<file path="config.mk">
export PLATFORM = sky130hd
export DESIGN_NAME = flash_self_rewrite_status
export DESIGN_NICKNAME = d
export VERILOG_FILES = /design/src/flash_rewrite_pkg.sv /design/src/flash_power_timer.sv /design/src/flash_self_rewrite_status.sv
export SDC_FILE = /design/constraint.sdc
export NUM_CORES = 1
export LEC_CHECK = 0
export BUFFER_PORTS_ARGS = -buffer_cell sky130_fd_sc_hd__clkbuf_2
export CAP_MARGIN = 5
export CORE_ASPECT_RATIO = 0.6
export CORE_MARGIN = 10
export CORE_UTILIZATION = 39
export DETAILED_ROUTE_END_ITERATION = 6
export MAX_ROUTING_LAYER = met4
export PLACE_DENSITY = 0.56
export SYNTH_ARGS = -nofsm -noshare
export SYNTH_HDL_FRONTEND = slang
export SYNTH_SLANG_ARGS = --single-unit
</file>
<file path="constraint.sdc">
create_clock -name i_core_clk -period 2.9 [get_ports i_core_clk]
set_input_delay 0.29 -clock i_core_clk [delete_from_list [all_inputs] [get_ports i_core_clk]]
set_output_delay 0.29 -clock i_core_clk [all_outputs]
set_load 0.005 [all_outputs]
</file>
<file path="src/flash_rewrite_pkg.sv">
// constants, carrier types and states of the flash rewrite status block
// How it works
// - erase may be suspended in running-cpu mode
// - suspended erase allows array reads and programming
// - finish or suspend returns to read-array mode
// - held-cpu mode stalls cpu during program/erase
// - running mode suspends on request or interrupt
// - held mode suspends only on enabled interrupt
// - status at 1B2h, resets to 80h
// - ready request flag set by hardware only
// - access error flag hardware set, read-then-zero clear
// - bit 4 shows program error
// - bit 5 shows erase or blank-check error
// - command error sets both error bits
// - bit 6 shows erase-suspend state
// - bit 3 always reads zero
// - request flags raise only when their enables are set
// - busy to ready raises ready request
// - busy block access or errors raise access flag
// - lock monitor updates on program, erase or lock-read completion
// - ready bit low whenever flash is busy
package flash_rewrite_pkg;

  localparam int ADDR_W   = 10;
  localparam int DATA_W   = 8;
  localparam int BLOCK_W  = 4;
  localparam int NUM_BLK  = 16;

  localparam int CLK_PERIOD_NS = 5;
  localparam int POWER_TIME_NS = 1000;
  localparam int POWER_CYCLES  = (POWER_TIME_NS + CLK_PERIOD_NS - 1) / CLK_PERIOD_NS;

  localparam logic [ADDR_W-1:0] ADDR_STATUS  = 10'h1B2;
  localparam logic [ADDR_W-1:0] ADDR_CTRL0   = 10'h1B4;
  localparam logic [ADDR_W-1:0] ADDR_CTRL2   = 10'h1B6;
  localparam logic [ADDR_W-1:0] ADDR_COMMAND = 10'h1B8;
  localparam logic [ADDR_W-1:0] ADDR_BLOCK   = 10'h1BA;
  localparam logic [ADDR_W-1:0] ADDR_DATA    = 10'h1BC;

  // flash_status fields
  localparam int FS_RDY_REQ   = 0;
  localparam int FS_ACC_REQ   = 1;
  localparam int FS_LOCK      = 2;
  localparam int FS_PROG_ERR  = 4;
  localparam int FS_ERASE_ERR = 5;
  localparam int FS_SUSPEND   = 6;
  localparam int FS_READY     = 7;

  // flash_control0 fields
  localparam int C0_REWRITE = 1;
  localparam int C0_HELD    = 2;
  localparam int C0_STOP    = 3;
  localparam int C0_ABORT   = 4;
  localparam int C0_ERR_IE  = 5;
  localparam int C0_ACC_IE  = 6;
  localparam int C0_RDY_IE  = 7;

  // flash_control2 fields
  localparam int C2_SUSP_EN  = 0;
  localparam int C2_SUSP_REQ = 1;
  localparam int C2_INT_SUSP = 2;

  localparam logic [DATA_W-1:0] CMD_PROGRAM   = 8'h01;
  localparam logic [DATA_W-1:0] CMD_ERASE     = 8'h02;
  localparam logic [DATA_W-1:0] CMD_BLANK     = 8'h03;
  localparam logic [DATA_W-1:0] CMD_LOCK_PROG = 8'h04;
  localparam logic [DATA_W-1:0] CMD_LOCK_READ = 8'h05;
  localparam logic [DATA_W-1:0] CMD_CLEAR     = 8'h06;
  localparam logic [DATA_W-1:0] CMD_RESUME    = 8'h07;

  localparam logic [DATA_W-1:0] STATUS_RESET = 8'h80;

  typedef enum logic [2:0] {
    OP_NONE      = 3'h0,
    OP_PROGRAM   = 3'h1,
    OP_ERASE     = 3'h2,
    OP_BLANK     = 3'h3,
    OP_LOCK_PROG = 3'h4,
    OP_LOCK_READ = 3'h5
  } op_t;

  typedef enum logic [6:0] {
    S_IDLE      = 7'h01,
    S_OP        = 7'h02,
    S_SUSP_WAIT = 7'h04,
    S_SUSPENDED = 7'h08,
    S_ABORT     = 7'h10,
    S_POWER     = 7'h20,
    S_STOPPED   = 7'h40
  } fsm_t;

  typedef struct packed {
    logic               start;
    op_t                op;
    logic [BLOCK_W-1:0] block;
    logic [DATA_W-1:0]  data;
    logic               abort;
    logic               suspend;
    logic               resume;
  } array_req_t;

  typedef struct packed {
    logic done;
    logic fail;
    logic locked;
    logic suspended;
  } array_rsp_t;

  typedef struct packed {
    logic               valid;
    logic [BLOCK_W-1:0] block;
  } cpu_access_t;

endpackage

</file>
<file path="src/flash_power_timer.sv">
// one-shot timer for flash stop and activation delays
`timescale 1ns/100ps
`default_nettype none
module flash_power_timer #(
  parameter int unsigned CYCLES = 200
) (
  input  wire logic i_core_clk,
  input  wire logic i_reset_n,
  input  wire logic i_load,
  output logic      o_done
);
  localparam int CNT_W = $clog2(CYCLES + 1);

  typedef struct packed {
    logic [CNT_W-1:0] cnt;
    logic             run;
    logic             done;
  } tmr_t;

  tmr_t st;
  tmr_t nx;

  always_comb begin
    nx      = st;
    nx.done = 1'b0;
    if (i_load) begin
      nx.cnt = CNT_W'(CYCLES);
      nx.run = 1'b1;
    end else if (st.run) begin
      if (st.cnt <= CNT_W'(1)) begin
        nx.run  = 1'b0;
        nx.done = 1'b1;
      end else begin
        nx.cnt = st.cnt - CNT_W'(1);
      end
    end
  end

  always_ff @(posedge i_core_clk or negedge i_reset_n) begin
    if (!i_reset_n) begin
      st <= '0;
    end else begin
      st <= nx;
    end
  end

  assign o_done = st.done;
endmodule
`default_nettype wire

</file>
<file path="src/flash_self_rewrite_status.sv">
// flash rewrite sequencer: status register, modes, suspend and error flags
//
// The plain strobed port was left to the implementer.
`timescale 1ns/100ps
`default_nettype none
module flash_self_rewrite_status
  import flash_rewrite_pkg::*;
#(
  parameter int NUM_BLOCKS   = NUM_BLK,
  parameter int POWER_CYCLE_N = POWER_CYCLES
) (
  input  wire logic              i_core_clk,
  input  wire logic              i_reset_n,
  input  wire logic [ADDR_W-1:0] i_addr,
  input  wire logic [DATA_W-1:0] i_wr_data,
  input  wire logic              i_wr_en,
  input  wire logic              i_rd_en,
  output logic      [DATA_W-1:0] o_rd_data,
  input  wire logic              i_maskable_irq,
  input  wire cpu_access_t       i_access,
  input  wire array_rsp_t        i_array,
  output array_req_t             o_array,
  output logic                   o_cpu_hold,
  output logic                   o_read_array_mode,
  output logic                   o_access_blocked
);

  typedef struct packed {
    fsm_t               fsm;
    op_t                op;
    logic [BLOCK_W-1:0] blk;
    logic [BLOCK_W-1:0] ers_blk;
    logic               susp_prog;
    logic               rewrite_en;
    logic               held_mode;
    logic               stop_bit;
    logic               err_ie;
    logic               acc_ie;
    logic               rdy_ie;
    logic               susp_en;
    logic               susp_req;
    logic               int_susp_en;
    logic [BLOCK_W-1:0] sel_blk;
    logic [DATA_W-1:0]  wdat;
    logic               rdy_req;
    logic               acc_req;
    logic               rdy_armed;
    logic               acc_armed;
    logic               prog_err;
    logic               erase_err;
    logic               lock_mon;
    logic               was_ready;
    logic [DATA_W-1:0]  rd_data;
    array_req_t         arr;
    logic               cpu_hold;
    logic               read_mode;
    logic               blocked;
    logic               timer_load;
  } core_t;

  core_t st;
  core_t nx;
  logic  timer_done;

  ////////////////////////////////////////////////////////////////////////////
  // stop and activation delay

  flash_power_timer #(
    .CYCLES (POWER_CYCLE_N)
  ) u_power_timer (
    .i_core_clk (i_core_clk),
    .i_reset_n  (i_reset_n),
    .i_load     (st.timer_load),
    .o_done     (timer_done)
  );

  ////////////////////////////////////////////////////////////////////////////
  // next state

  always_comb begin
    logic              ready_now;
    logic              busy_op;
    logic              susp_hit;
    logic              cmd_wr;
    logic              req_clear;
    logic              req_resume;
    logic              bad_code;
    logic              blk_ok;
    logic              cmd_err;
    logic              set_pe;
    logic              set_ee;
    logic              set_acc;
    logic              clr_rdy;
    logic              clr_acc;
    logic              hit;
    op_t               req_op;
    logic [DATA_W-1:0] status;

    ready_now  = st.fsm inside {S_IDLE, S_SUSPENDED, S_STOPPED};
    busy_op    = st.fsm inside {S_OP, S_SUSP_WAIT};
    cmd_wr     = i_wr_en && (i_addr == ADDR_COMMAND) && st.rewrite_en;
    req_op     = OP_NONE;
    req_clear  = 1'b0;
    req_resume = 1'b0;
    bad_code   = 1'b0;
    blk_ok     = int'(st.sel_blk) < NUM_BLOCKS;
    cmd_err    = 1'b0;
    set_pe     = 1'b0;
    set_ee     = 1'b0;
    set_acc    = 1'b0;
    clr_rdy    = 1'b0;
    clr_acc    = 1'b0;
    hit        = 1'b0;
    status     = '0;

    nx                = st;
    nx.arr.start      = 1'b0;
    nx.arr.abort      = 1'b0;
    nx.arr.resume     = 1'b0;
    nx.timer_load     = 1'b0;
    nx.rd_data        = '0;

    // the running-cpu mode also honours the software request bit
    susp_hit = st.susp_en && st.int_susp_en && i_maskable_irq;
    if (!st.held_mode && st.susp_en && st.susp_req) begin
      susp_hit = 1'b1;
    end

    unique case (i_wr_data)
      CMD_PROGRAM:   req_op = OP_PROGRAM;
      CMD_ERASE:     req_op = OP_ERASE;
      CMD_BLANK:     req_op = OP_BLANK;
      CMD_LOCK_PROG: req_op = OP_LOCK_PROG;
      CMD_LOCK_READ: req_op = OP_LOCK_READ;
      CMD_CLEAR:     req_clear = 1'b1;
      CMD_RESUME:    req_resume = 1'b1;
      default:       bad_code = 1'b1;
    endcase

    //////////////////////////////////////////////////////////////////////////
    // register reads

    status[FS_RDY_REQ]   = st.rdy_req;
    status[FS_ACC_REQ]   = st.acc_req;
    status[FS_LOCK]      = st.lock_mon;
    status[FS_PROG_ERR]  = st.prog_err;
    status[FS_ERASE_ERR] = st.erase_err;
    status[FS_SUSPEND]   = st.fsm == S_SUSPENDED;
    status[FS_READY]     = ready_now;

    if (i_rd_en) begin
      unique case (i_addr)
        ADDR_STATUS: begin
          nx.rd_data   = status;
          nx.rdy_armed = st.rdy_req;
          nx.acc_armed = st.acc_req;
        end
        ADDR_CTRL0: begin
          nx.rd_data[C0_REWRITE] = st.rewrite_en;
          nx.rd_data[C0_HELD]    = st.held_mode;
          nx.rd_data[C0_STOP]    = st.stop_bit;
          nx.rd_data[C0_ERR_IE]  = st.err_ie;
          nx.rd_data[C0_ACC_IE]  = st.acc_ie;
          nx.rd_data[C0_RDY_IE]  = st.rdy_ie;
        end
        ADDR_CTRL2: begin
          nx.rd_data[C2_SUSP_EN]  = st.susp_en;
          nx.rd_data[C2_SUSP_REQ] = st.susp_req;
          nx.rd_data[C2_INT_SUSP] = st.int_susp_en;
        end
        ADDR_BLOCK: nx.rd_data = {{(DATA_W-BLOCK_W){1'b0}}, st.sel_blk};
        ADDR_DATA:  nx.rd_data = st.wdat;
        default:    nx.rd_data = '0;
      endcase
    end

    //////////////////////////////////////////////////////////////////////////
    // register writes

    if (i_wr_en) begin
      unique case (i_addr)
        ADDR_STATUS: begin
          // a zero clears only after the flag was seen set; a one is ignored
          clr_rdy      = st.rdy_armed && !i_wr_data[FS_RDY_REQ];
          clr_acc      = st.acc_armed && !i_wr_data[FS_ACC_REQ];
          nx.rdy_armed = 1'b0;
          nx.acc_armed = 1'b0;
        end
        ADDR_CTRL0: begin
          nx.rewrite_en = i_wr_data[C0_REWRITE];
          nx.held_mode  = i_wr_data[C0_HELD];
          nx.stop_bit   = i_wr_data[C0_STOP];
          nx.err_ie     = i_wr_data[C0_ERR_IE];
          nx.acc_ie     = i_wr_data[C0_ACC_IE];
          nx.rdy_ie     = i_wr_data[C0_RDY_IE];
        end
        ADDR_CTRL2: begin
          nx.susp_en     = i_wr_data[C2_SUSP_EN];
          nx.susp_req    = i_wr_data[C2_SUSP_REQ];
          nx.int_susp_en = i_wr_data[C2_INT_SUSP];
        end
        ADDR_BLOCK: nx.sel_blk = i_wr_data[BLOCK_W-1:0];
        ADDR_DATA:  nx.wdat = i_wr_data;
        default:    nx.wdat = st.wdat;
      endcase
    end

    if (cmd_wr && req_clear) begin
      nx.prog_err  = 1'b0;
      nx.erase_err = 1'b0;
      clr_acc      = 1'b1;
    end

    //////////////////////////////////////////////////////////////////////////
    // sequencer

    unique case (st.fsm)
      S_IDLE: begin
        if (st.rewrite_en && st.stop_bit) begin
          nx.fsm        = S_POWER;
          nx.timer_load = 1'b1;
        end else if (cmd_wr && !req_clear) begin
          if (bad_code || req_resume || !blk_ok) begin
            cmd_err = 1'b1;
          end else begin
            nx.arr.start = 1'b1;
            nx.arr.op    = req_op;
            nx.arr.block = st.sel_blk;
            nx.arr.data  = st.wdat;
            nx.op        = req_op;
            nx.blk       = st.sel_blk;
            nx.fsm       = S_OP;
          end
        end
      end
      S_OP, S_SUSP_WAIT: begin
        if (i_array.done) begin
          if (i_array.fail) begin
            set_pe = st.op inside {OP_PROGRAM, OP_LOCK_PROG};
            set_ee = st.op inside {OP_ERASE, OP_BLANK};
            set_acc = st.err_ie;
          end
          if (st.op inside {OP_PROGRAM, OP_ERASE, OP_LOCK_READ}) begin
            nx.lock_mon = !i_array.locked;
          end
          // back to read-array, or to the suspended erase after a program
          nx.fsm         = st.susp_prog ? S_SUSPENDED : S_IDLE;
          nx.arr.suspend = st.susp_prog;
          nx.susp_prog   = 1'b0;
        end else if (st.fsm == S_SUSP_WAIT && i_array.suspended) begin
          nx.fsm     = S_SUSPENDED;
          nx.ers_blk = st.blk;
        end else if (st.fsm == S_OP && st.op == OP_ERASE && susp_hit) begin
          nx.fsm         = S_SUSP_WAIT;
          nx.arr.suspend = 1'b1;
        end
        if (cmd_wr && !req_clear) begin
          cmd_err = 1'b1;
        end
      end
      S_SUSPENDED: begin
        if (cmd_wr && req_resume) begin
          // the array request shows the erase again, not the program run in between
          nx.arr.resume  = 1'b1;
          nx.arr.suspend = 1'b0;
          nx.arr.op      = OP_ERASE;
          nx.arr.block   = st.ers_blk;
          nx.susp_req    = 1'b0;
          nx.op          = OP_ERASE;
          nx.blk         = st.ers_blk;
          nx.fsm         = S_OP;
        end else if (cmd_wr && req_op == OP_PROGRAM && blk_ok) begin
          nx.arr.start = 1'b1;
          nx.arr.op    = OP_PROGRAM;
          nx.arr.block = st.sel_blk;
          nx.arr.data  = st.wdat;
          nx.op        = OP_PROGRAM;
          nx.blk       = st.sel_blk;
          nx.susp_prog = 1'b1;
          nx.fsm       = S_OP;
        end else if (cmd_wr && !req_clear) begin
          cmd_err = 1'b1;
        end
      end
      S_ABORT: begin
        if (i_array.done) begin
          nx.fsm         = S_IDLE;
          nx.susp_prog   = 1'b0;
        end
        if (cmd_wr && !req_clear) begin
          cmd_err = 1'b1;
        end
      end
      S_POWER: begin
        if (timer_done) begin
          nx.fsm = (st.rewrite_en && st.stop_bit) ? S_STOPPED : S_IDLE;
        end
        if (cmd_wr && !req_clear) begin
          cmd_err = 1'b1;
        end
      end
      S_STOPPED: begin
        if (!(st.rewrite_en && st.stop_bit)) begin
          nx.fsm        = S_POWER;
          nx.timer_load = 1'b1;
        end
        if (cmd_wr && !req_clear) begin
          cmd_err = 1'b1;
        end
      end
      default: begin
        nx.fsm = S_IDLE;
      end
    endcase

    // forced stop wins over any transition of the sequencer this cycle
    if (i_wr_en && i_addr == ADDR_CTRL0 && i_wr_data[C0_ABORT] && st.rewrite_en
        && st.fsm inside {S_OP, S_SUSP_WAIT, S_SUSPENDED}) begin
      nx.fsm        = S_ABORT;
      nx.arr.abort  = 1'b1;
      // a suspend level left high would halt the array again and lose the abort's done
      nx.arr.suspend = 1'b0;
      nx.arr.start  = 1'b0;
      nx.arr.resume = 1'b0;
    end

    //////////////////////////////////////////////////////////////////////////
    // flags: every set below overrides a clear in the same cycle

    if (cmd_err) begin
      set_pe  = 1'b1;
      set_ee  = 1'b1;
      set_acc = st.err_ie;
    end

    // reads return undefined data and writes are dropped on the busy block
    hit = i_access.valid && busy_op && (i_access.block == st.blk);
    if (hit && st.acc_ie) begin
      set_acc = 1'b1;
    end

    if (set_pe) begin
      nx.prog_err = 1'b1;
    end
    if (set_ee) begin
      nx.erase_err = 1'b1;
    end
    if (clr_rdy) begin
      nx.rdy_req = 1'b0;
    end
    if (clr_acc) begin
      nx.acc_req = 1'b0;
    end
    if (ready_now && !st.was_ready && st.rdy_ie) begin
      nx.rdy_req = 1'b1;
    end
    if (set_acc) begin
      nx.acc_req = 1'b1;
    end
    nx.was_ready = ready_now;

    //////////////////////////////////////////////////////////////////////////
    // registered outputs

    nx.blocked   = hit;
    nx.read_mode = nx.fsm inside {S_IDLE, S_SUSPENDED};
    nx.cpu_hold  = nx.held_mode && (nx.fsm == S_OP)
                   && (nx.op inside {OP_PROGRAM, OP_ERASE});
  end

  ////////////////////////////////////////////////////////////////////////////
  // state register

  always_ff @(posedge i_core_clk or negedge i_reset_n) begin
    if (!i_reset_n) begin
      st           <= '0;
      st.fsm       <= S_IDLE;
      st.op        <= OP_NONE;
      st.arr.op    <= OP_NONE;
      st.was_ready <= STATUS_RESET[FS_READY];
      st.read_mode <= 1'b1;
    end else begin
      st <= nx;
    end
  end

  assign o_rd_data         = st.rd_data;
  assign o_array           = st.arr;
  assign o_cpu_hold        = st.cpu_hold;
  assign o_read_array_mode = st.read_mode;
  assign o_access_blocked  = st.blocked;

endmodule
`default_nettype wire

</file>
==> results of run 1 <==
## state kept, by name, indices dropped and copies added, names as in the netlist
register,count
u_power_timer.st,9
o_read_array_mode,1
u_power_timer.o_done,1
st,49
o_access_blocked,1
o_cpu_hold,1
o_array,15
o_rd_data,8
## cell families (layout without fill, tap and decap cells)
family                     after synthesis  count (layout)  share of synthesized area, %
and+or+nand+nor                        163             163                          20.1
adders and majority gates                2               2                         0.550
DFF                                     85              85                          46.9
AOI/OAI and AO/OA                       79              79                          14.0
muxes                                   34              34                          8.28
xor gates and xnor gates                15              15                          2.89
buffers and inverters                   60             121                          7.37
## critical path, delay by kind of cell (launching register included)
kind	cells	cell delay, ns
DFF	1	0.47
AOI/OAI and AO/OA	2	0.47
and+or+nand+nor	4	1.73
## layout make-up
| cell class | count | area [sq um] |
|---|---|---|
| clock buffers | 10 | 239 |
| flip-flops and latches | 85 | 2130 |
| clock inverters | 6 | 68.8 |
| well taps | 160 | 200 |
| inverters | 15 | 56.3 |
| multi-input cells | 293 | 2100 |
| repair buffers | 90 | 541 |
| fillers | 1100 | 6000 |
## metrics by stage
step / utilization (%) / setup WS [ns] / area (sq um)
2_1_floorplan: - / 0.305 / 4550
3_3_place_gp: 44.1 / 0.0297 / 5000
3_5_place_dp: 44.1 / -0.0565 / 5000
4_1_cts: 47.0 / 0.0361 / 5320
5_1_grt: 47.1 / 0.0329 / 5330
6_report: 47.1 / 0.121 / 5330
## worst paths after layout
| kind | to | slack (ns) | cells after the start |
|---|---|---|---|
| setup / recovery | o_cpu_hold$_DFF_PN0_ | 0.12 | 6 |
| hold / removal | st[32]$_DFFE_PN0P_ | 0.14 | 2 |
| setup reg to reg | o_cpu_hold$_DFF_PN0_ | 0.12 | 6 |
| hold reg to reg | o_array[15]$_DFFE_PN0P_ | 0.48 | 2 |
| max in group asynchronous | st[53]$_DFFE_PN0P_ | 1.79 | 3 |
| min in group asynchronous | o_array[2]$_DFF_PN0_ | 0.48 | 2 |
## cells in the final DEF, fill, tap and decap left out, types with 3 or more instances in the layout
master / count
and3_1: 5
or3b_2: 3
or4_1: 4
nor4_1: 9
xor2_1: 8
a32o_1: 10
o22ai_1: 4
nand2_1: 37
nor2_1: 29
buf_4: 28
clkbuf_16: 9
a31oi_1: 5
dfrtp_1: 82
or4_4: 3
mux2i_1: 5
nand3_1: 9
o21ai_0: 8
clkbuf_2: 60
mux2_2: 29
or3_1: 5
nand2b_1: 15
o211ai_1: 3
nor2b_1: 5
nor3b_1: 3
xnor2_1: 7
a21o_1: 3
nor3_1: 12
dfstp_2: 3
a21oi_1: 9
a22oi_1: 9
inv_1: 15
## synth_stat cells (all sizes together) (5+ instances only)
cell type  instances  area, sq um
mux2i              5         50.1
xor2               8         70.1
inv               15         56.3
xnor2              7         61.3
dfrtp             82         2050
a22oi              9         67.6
nand3             10         55.1
o21ai              8         40.0
nand2b            15         93.8
nand2             37          139
or4                7         60.1
nor2b              5         31.3
and3               5         31.3
a32o              10          100
a31oi              5         31.3
nor3              13         70.1
or3                6         42.5
nor2              30          113
a21oi              9         45.0
mux2              29          327
buf               29          219
clkbuf            16         60.1
nor4              10         68.8
## power by group through the flow
| stage | registers [mW] | logic, mW | clock network [mW] |
|---|---|---|---|
| 6_report | 1.20 | 0.138 | 1.18 |
| 5_1_grt | 1.20 | 0.154 | 1.27 |
| 4_1_cts | 1.20 | 0.139 | 1.21 |
| 3_5_place_dp | 1.23 | 0.137 | 0 |
| 3_3_place_gp | 1.23 | 0.136 | 0 |
| 2_1_floorplan | 1.22 | 0.0582 | 0 |
## layer usage
metal | global-route usage, % | part of all wire, % | up-vias
met5 | - | 0 | -
met1 | 24.9 | 52 | 1797
met2 | 19.8 | 38 | 158
met4 | 3.62 | 0.95 | 0
li1 | - | - | 1682
met3 | 4.78 | 8.8 | 16
## what timing repair did
| action | 4_1_cts | 5_1_grt |
|---|---|---|
| setup endpoints to repair | 1 | 2 |
| hold buffers | 1 | 0 |
| hold endpoints to repair | 37 | 0 |
| resized for setup | 1 | 3 |
| cloned | 0 | 0 |
==> flow_metrics.env, run 1 <==
export IMPL_antenna_left=0
export IMPL_internal_power_mw=1.94
export IMPL_vias_per_cell=5.54
export IMPL_first_pass_iters=5
export IMPL_cp_end_kind="flip-flop"
export IMPL_place_congestion=0.925
export IMPL_p_sw_share_pct=23.1
export IMPL_ys_seq_elements=85
export IMPL_dp_hpwl_um=10300
export IMPL_grt_pass1_wl_um=20800
export IMPL_rsz0062_at_grt="no"
export IMPL_first_global_vias=3571
export IMPL_required_ns=3.14
export IMPL_postSynthAreaPerCell_sq_um=10.4
export IMPL_finalNetCount=528
export IMPL_pwr_share_comb_pct=5.5
export IMPL_detail_route_wl_per_cell_um=20.0
export IMPL_fin_skew_ns=0.0104
export IMPL_post_cts_buffers=0
export IMPL_cts_max_level=3
export IMPL_drt_iter0_markers=346
export IMPL_grt_max_degree=46
export IMPL_finalSetupTns_ns=0
export IMPL_clockPowerShare_pct=46.9
export IMPL_status="finished, final reports clean"
export IMPL_dp_cells=642
export IMPL_drive_above_1_share_pct=31.1
export IMPL_fmaxAchievable_ghz=0.360
export IMPL_drv_cap=0
export IMPL_cts_buffers=9
export IMPL_power_leakage_nw=2.53
export IMPL_synth_edf_count=0
export IMPL_yosysUniqueCellTypes=71
export IMPL_syn_nets=472
export IMPL_cellPowerDensity_nw_per_um2=474
export IMPL_die_y_um=104
export IMPL_maxSlewHeadroom_pct=58.0
export IMPL_track_usage_pct=16.3
export IMPL_stdcell_count=659
export IMPL_hold_ws_ns=0.142
export IMPL_synthFlopType="dfrtp_1"
export IMPL_reg2reg_from="st[78]$_DFF_PN0_"
export IMPL_synth_cell_area_sq_um=4550
export IMPL_ys_warn_count=0
export IMPL_min_delay_start="i_array[1]"
export IMPL_routed_wirelength_um=13200
export IMPL_ir_worst_vdd_mv=0.248
export IMPL_area_growth_pct=17.3
export IMPL_setup_viol_count_final=0
export IMPL_cp_startpoint="st[78]$_DFF_PN0_"
export IMPL_n_antenna_cell=0
export IMPL_tritoncts="yes"
export IMPL_period_minus_slack_ns=2.78
export IMPL_synthArstFlopShare_pct=100
export IMPL_path_cells="or4_4 > or3_4 > or4_1 > o211ai_2 > nand3_2 > a2111oi_4"
export IMPL_portBuffers=61
export IMPL_finalPower_mw=2.53
export IMPL_die_w_um=159
export IMPL_antenna_found_initial=0
export IMPL_critPathSlowestCell="or4_4"
export IMPL_worst_pin_slew_ns=0.624
export IMPL_cp_data_arrival_time_ns=3.02
export IMPL_ios=62
export IMPL_row_count=30
export IMPL_holdCritPathClass="input port to flip-flop"
export IMPL_clk_pin_slew_ns=0.07
export IMPL_crit_type="flip-flop to flip-flop"
export IMPL_dieArea_sq_um=16500
export IMPL_clk_latency_ns=0.34
export IMPL_report_final_slew_viol_count=0
export IMPL_cp_start_kind="flip-flop"
export IMPL_path_max_fanout=9
export IMPL_vias=3653
export IMPL_cts_sinks=85
export IMPL_root_buffer="clkbuf_16"
export IMPL_fp_coreArea_sq_um=11300
export IMPL_clk_path_buf_depth=2
export IMPL_yosysSeqAreaShare_pct=46.9
export IMPL_start_util_pct=40.1
export IMPL_p_sw_uw=584
export IMPL_period_share_pct=95.8
export IMPL_postSynthCellCount=438
export IMPL_slowest_delay_ns=0.61
export IMPL_grt_overflow_total=0
export IMPL_p_seq_share_pct=47.7
export IMPL_hold_violations=0
export IMPL_drc=0
No activity file was read; power rests on OpenSTA's default activity.
==> run 2: changes to the inputs <==
--- a/config.mk
+++ b/config.mk
@@ -12,7 +12,7 @@
 export CORE_UTILIZATION = 39
 export DETAILED_ROUTE_END_ITERATION = 6
 export MAX_ROUTING_LAYER = met4
-export PLACE_DENSITY = 0.56
+export PLACE_DENSITY = 0.62
 export SYNTH_ARGS = -nofsm -noshare
 export SYNTH_HDL_FRONTEND = slang
 export SYNTH_SLANG_ARGS = --single-unit
==> run 2 against run 1 <==
  * Cell area shrank 0.38%
  * Power shrank 3.1%
  * Critical path depth is the same
  * Count of clock-buffer cells in the layout is the same
  * Combinational power is essentially flat
  * Die area is the same
  * Flip-flop and latch count is the same
  * Fmax grew 1.2%
  * Cell count grew 0.61%
  * Critical endpoint unchanged
  * Largest cell class unchanged
==> flow_metrics.env, run 2 (synthesis gave the netlist of run 1 again) <==
export IMPL_ios=62
export IMPL_cp_start_kind="flip-flop"
export IMPL_worst_pin_slew_ns=0.723
export IMPL_hold_violations=0
export IMPL_first_pass_iters=5
export IMPL_r2r_end="o_cpu_hold$_DFF_PN0_"
export IMPL_maxSlewHeadroom_pct=51.2
export IMPL_rsz0062_at_grt="no"
export IMPL_die_w_um=159
export IMPL_drv_cap=0
export IMPL_n_antenna_cell=0
export IMPL_report_final_slew_viol_count=0
export IMPL_row_count=30
export IMPL_die_y_um=104
export IMPL_ir_worst_vdd_mv=0.314
export IMPL_period_share_pct=94.7
export IMPL_portBuffers=61
export IMPL_area_growth_pct=16.8
export IMPL_largest_register_ffs=49
export IMPL_critPathSlowestCell="or4_4"
export IMPL_power_leakage_nw=2.54
export IMPL_fin_skew_ns=0.0109
export IMPL_cellPowerDensity_nw_per_um2=461
export IMPL_root_buffer="clkbuf_16"
export IMPL_status="finished, final reports clean"
export IMPL_min_to="st[32]$_DFFE_PN0P_"
export IMPL_fp_coreArea_sq_um=11300
export IMPL_path_max_fanout=9
export IMPL_clk_path_buf_depth=2
export IMPL_cp_data_arrival_time_ns=2.98
export IMPL_layout_commonest_cell="dfrtp_1"
export IMPL_crit_family="simple AND/OR/NAND/NOR gates"
export IMPL_grt_max_degree=51
export IMPL_vias=3750
export IMPL_cts_sinks=85
export IMPL_finalSetupTns_ns=0
export IMPL_final_cell_mix="82 x dfrtp_1, 60 x clkbuf_2, 37 x nand2_1, 33 x buf_4, 30 x nor2_1"
export IMPL_required_ns=3.14
export IMPL_drive_above_1_share_pct=30.8
export IMPL_hold_ws_ns=0.139
export IMPL_antenna_left=0
export IMPL_place_congestion=0.939
export IMPL_clk_pin_slew_ns=0.07
export IMPL_cts_buffers=9
export IMPL_antenna_found_initial=0
export IMPL_hold_depth=2
export IMPL_holdCritPathClass="input port to flip-flop"
export IMPL_min_delay_start="i_array[1]"
export IMPL_finalNetCount=532
export IMPL_path_cells="or4_4 > or3_4 > or4_1 > o211ai_2 > nand3_2 > a2111oi_4"
export IMPL_crit_type="flip-flop to flip-flop"
export IMPL_first_global_vias=3660
export IMPL_dieArea_sq_um=16500
export IMPL_detail_route_wl_per_cell_um=19.8
export IMPL_reg2reg_from="st[78]$_DFF_PN0_"
export IMPL_cp_buffers_inverters=0
export IMPL_cp_end_kind="flip-flop"
export IMPL_drt_iter0_markers=405
export IMPL_dp_hpwl_um=10400
export IMPL_start_util_pct=40.1
export IMPL_r2r_slack_ns=0.15
export IMPL_top_register="st"
export IMPL_cts_max_level=3
export IMPL_clk_latency_ns=0.35
export IMPL_drc=0
export IMPL_fillers=1105
export IMPL_grt_pass1_wl_um=20700
export IMPL_tritoncts="yes"
export IMPL_routed_wirelength_um=13200
export IMPL_period_minus_slack_ns=2.75
export IMPL_r2r_cells=6
export IMPL_grt_overflow_total=0
export IMPL_track_usage_pct=16.0
export IMPL_fmaxAchievable_ghz=0.364
export IMPL_vias_per_cell=5.66
export IMPL_slowest_delay_ns=0.61
export IMPL_setup_viol_count_final=0
[run 2: routing by layer]
metal,routed length [um],GRT usage (%),vias up
met3,1290,4.90,13
met5,0,-,-
met4,77,2.57,0
met2,5050,19.9,185
met1,6730,24.5,1859
li1,-,-,1693
[run 2: repair_timing]
item | 4_1_cts | 5_1_grt
gates resized for setup | 0 | 1
setup buffers | 0 | 0
endpoints found under the hold margin | 19 | 0
setup endpoints to repair | 0 | 1
hold buffers | 1 | 0
[run 2: worst max-delay path by stage]
stage / from / to / cells after the start
finish: st[78]$_DFF_PN0_ / o_cpu_hold$_DFF_PN0_ / 6
global placement: st[78]$_DFF_PN0_ / o_array[1]$_DFFE_PN0P_ / 8
CTS: st[78]$_DFF_PN0_ / o_array[1]$_DFFE_PN0P_ / 8
floorplan: st[77]$_DFF_PN0_ / o_cpu_hold$_DFF_PN0_ / 7
global route: st[78]$_DFF_PN0_ / o_array[1]$_DFFE_PN0P_ / 8
detailed placement: st[78]$_DFF_PN0_ / o_array[1]$_DFFE_PN0P_ / 8
[run 2: power by group]
group	internal [mW]	switching (mW)	total, mW
clock network	0.596	0.509	1.10
registers	1.19	0.00998	1.20
logic	0.0510	0.0882	0.139
total	1.84	0.607	2.45
[run 2: layout make-up]
class / instances / area (sq um) / share of cell area, %
Timing Repair Buffer: 94 / 558 / 10.5
Multi-Input combinational cell: 293 / 2090 / 39.3
Tap cell: 160 / 200 / 3.77
Clock inverter: 6 / 52.6 / 0.989
Sequential cell: 85 / 2130 / 40.1
Inverter: 15 / 56.3 / 1.06
Clock buffer: 10 / 229 / 4.31
[run 2: through the flow]
| step | std cells | utilization [%] | setup WS (ns) | area [sq um] | power (mW) |
|---|---|---|---|---|---|
| floorplan | 438 | - | 0.305 | 4550 | 1.28 |
| global placement | 646 | 44.3 | 0.151 | 5020 | 1.36 |
| detailed placement | 646 | 44.3 | 0.150 | 5020 | 1.36 |
| CTS | 663 | 46.8 | 0.124 | 5310 | 2.47 |
| global route | 663 | 46.9 | 0.0110 | 5310 | 2.54 |
| finish | 663 | 46.9 | 0.153 | 5310 | 2.45 |
==> run 3: changes to the inputs <==
--- a/config.mk
+++ b/config.mk
@@ -11,8 +11,9 @@
 export CORE_MARGIN = 10
 export CORE_UTILIZATION = 39
 export DETAILED_ROUTE_END_ITERATION = 6
-export MAX_ROUTING_LAYER = met4
 export PLACE_DENSITY = 0.62
+export RECOVER_POWER = 50
+export SLEW_MARGIN = 30
 export SYNTH_ARGS = -nofsm -noshare
 export SYNTH_HDL_FRONTEND = slang
 export SYNTH_SLANG_ARGS = --single-unit
==> run 3 against run 2 <==
  * The run now ends with max-capacitance violations, max-slew violations left
  * Fmax is 0.27% lower
  * Cell area is 1.6% lower
  * Die area did not move
  * Cell count decreased by 1.2%
  * Flip-flop and latch count unchanged
  * Register-to-register slack hardly changed
  * Clock skew fell by 0.0031 ns
  * Combinational power decreased by 4%
  * Setup slack got worse by 0.0076 ns
  * Sequential share of layout area increased by 0.63 points
  * Critical endpoint unchanged
  * Via count is 1.4% lower
  * Wire length fell by 1.5%
==> flow_metrics.env, run 3 (synthesis gave the netlist of run 1 again) <==
export IMPL_status="finished, violations left"
export IMPL_violations="max-capacitance violations, max-slew violations"
export IMPL_place_congestion=0.920
export IMPL_cp_start_kind="flip-flop"
export IMPL_finalPower_mw=2.42
export IMPL_cp_buffers_inverters=0
export IMPL_dieArea_sq_um=16500
export IMPL_report_final_slew_viol_count=86
export IMPL_crit_type="flip-flop to flip-flop"
export IMPL_tritoncts="yes"
export IMPL_die_w_um=159
export IMPL_required_ns=3.14
export IMPL_row_count=30
export IMPL_maxSlewHeadroom_pct=-42.0
export IMPL_r2r_slack_ns=0.15
export IMPL_fillers=1080
export IMPL_clk_path_buf_depth=2
export IMPL_cts_sinks=85
export IMPL_largest_register_ffs=49
export IMPL_post_cts_buffers=0
export IMPL_cts_resized=0
export IMPL_grt_pass1_wl_um=20800
export IMPL_critPathSlowestCell="or4_4"
export IMPL_drt_iter0_markers=395
export IMPL_grt_overflow_total=0
export IMPL_dp_cells=639
export IMPL_antenna_left=0
export IMPL_seq_area_sq_um=2130
export IMPL_holdCritPathClass="input port to flip-flop"
export IMPL_path_max_fanout=9
export IMPL_n_antenna_cell=0
export IMPL_min_delay_start="i_array[1]"
export IMPL_period_minus_slack_ns=2.75
export IMPL_cellPowerDensity_nw_per_um2=463
export IMPL_power_leakage_nw=2.43
export IMPL_clk_latency_ns=0.35
export IMPL_routed_wirelength_um=13000
export IMPL_top_signal_layer_used="met4"
export IMPL_fp_coreArea_sq_um=11300
export IMPL_fin_skew_ns=0.00777
export IMPL_cts_max_level=3
export IMPL_path_cells="or4_4 > or3_4 > or4_1 > o211ai_2 > nand3_2 > a2111oi_4"
export IMPL_track_usage_pct=15.5
export IMPL_hold_buffers=0
export IMPL_drv_cap=1
export IMPL_hold_violations=0
export IMPL_portBuffers=61
export IMPL_ios=62
export IMPL_fmaxAchievable_ghz=0.363
export IMPL_clk_pin_slew_ns=0.06
export IMPL_first_global_vias=3636
export IMPL_cp_data_arrival_time_ns=3.00
export IMPL_ir_worst_vdd_mv=0.296
export IMPL_grt_max_degree=86
export IMPL_met1Wirelength_um=6550
export IMPL_r2r_cells=6
export IMPL_finalNetCount=524
export IMPL_finalSetupTns_ns=0
export IMPL_min_to="st[32]$_DFFE_PN0P_"
export IMPL_worst_pin_slew_ns=2.13
export IMPL_layout_commonest_cell="dfrtp_1"
export IMPL_cp_end_kind="flip-flop"
export IMPL_drive_above_1_share_pct=27.1
export IMPL_drc=0
export IMPL_r2r_end="o_cpu_hold$_DFF_PN0_"
export IMPL_slowest_delay_ns=0.61
export IMPL_root_buffer="clkbuf_16"
export IMPL_multi_input_area_sq_um=2090
export IMPL_vias_per_cell=5.65
export IMPL_antenna_found_initial=0
export IMPL_top_register="st"
export IMPL_period_share_pct=95.0
export IMPL_hold_depth=2
export IMPL_rsz0062_at_grt="no"
export IMPL_vias=3698
export IMPL_die_y_um=104
export IMPL_cts_buffers=9
export IMPL_setup_viol_count_final=0
export IMPL_met3RoutedLength_um=1360
export IMPL_detail_route_wl_per_cell_um=19.8
export IMPL_first_pass_iters=5
export IMPL_start_util_pct=40.1
export IMPL_reg2reg_from="st[78]$_DFF_PN0_"
export IMPL_dr_wl_met2_um=4920
export IMPL_dp_hpwl_um=9970
export IMPL_crit_family="simple AND/OR/NAND/NOR gates"
export IMPL_area_growth_pct=15.0
export IMPL_stdcell_count=655
export IMPL_final_cell_mix="82 x dfrtp_1, 48 x clkbuf_2, 37 x nand2_1, 30 x nor2_1, 29 x mux2_2"
run 3: final cells by class:
class	count	share of cell area [%]
flip-flops and latches	85	40.7
multi-input cells	293	40.0
repair buffers	86	9.11
clock buffers	10	4.38
well taps	160	3.83
inverters	15	1.08
clock inverters	6	0.909
run 3: per-stage QoR:
stage	worst slack (ns)	utilization [%]	cell area, sq um	hold slack [ns]
global placement	0.198	43.8	4960	0.465
global route	0.0458	46.1	5230	0.178
detailed placement	0.0991	43.8	4970	0.419
floorplan	0.305	-	4550	-0.00559
finish	0.146	46.1	5230	0.171
CTS	0.166	46.3	5250	0.0358
run 3: worst reg2reg max path, delay by kind of cell, from the launching register on:
family	cells	cell delay [ns]
AO/OA/AOI/OAI	2	0.46
flip-flops	1	0.46
AND/OR/NAND/NOR	4	1.71
run 3: worst max path at each step:
| stage | depth (start not counted) | slack [ns] | from | endpoint |
|---|---|---|---|---|
| 6_report | 6 | 0.15 | st[78]$_DFF_PN0_ | o_cpu_hold$_DFF_PN0_ |
| 5_1_grt | 7 | 0.05 | st[78]$_DFF_PN0_ | o_array[1]$_DFFE_PN0P_ |
| 4_1_cts | 6 | 0.17 | st[78]$_DFF_PN0_ | o_cpu_hold$_DFF_PN0_ |
| 3_5_place_dp | 7 | 0.1 | i_wr_data[7] | o_cpu_hold$_DFF_PN0_ |
| 3_3_place_gp | 7 | 0.20 | i_wr_data[7] | o_cpu_hold$_DFF_PN0_ |
| 2_1_floorplan | 7 | 0.30 | st[77]$_DFF_PN0_ | o_cpu_hold$_DFF_PN0_ |
run 3: report_power, final:
group / switching [mW] / total [mW] / leakage (nW) / internal, mW
clock: 0.499 / 1.09 / 0.122 / 0.586
sequential: 0.00912 / 1.20 / 1.14 / 1.20
combinational: 0.0881 / 0.134 / 1.17 / 0.0462
total: 0.596 / 2.42 / 2.43 / 1.83
run 3: per-layer routing:
layer / vias to the layer above / global-route usage [%]
met2: 185 / 18.9
met4: 0 / 3.62
met5: - / 0
met3: 13 / 5.57
li1: 1682 / -
met1: 1818 / 24.4
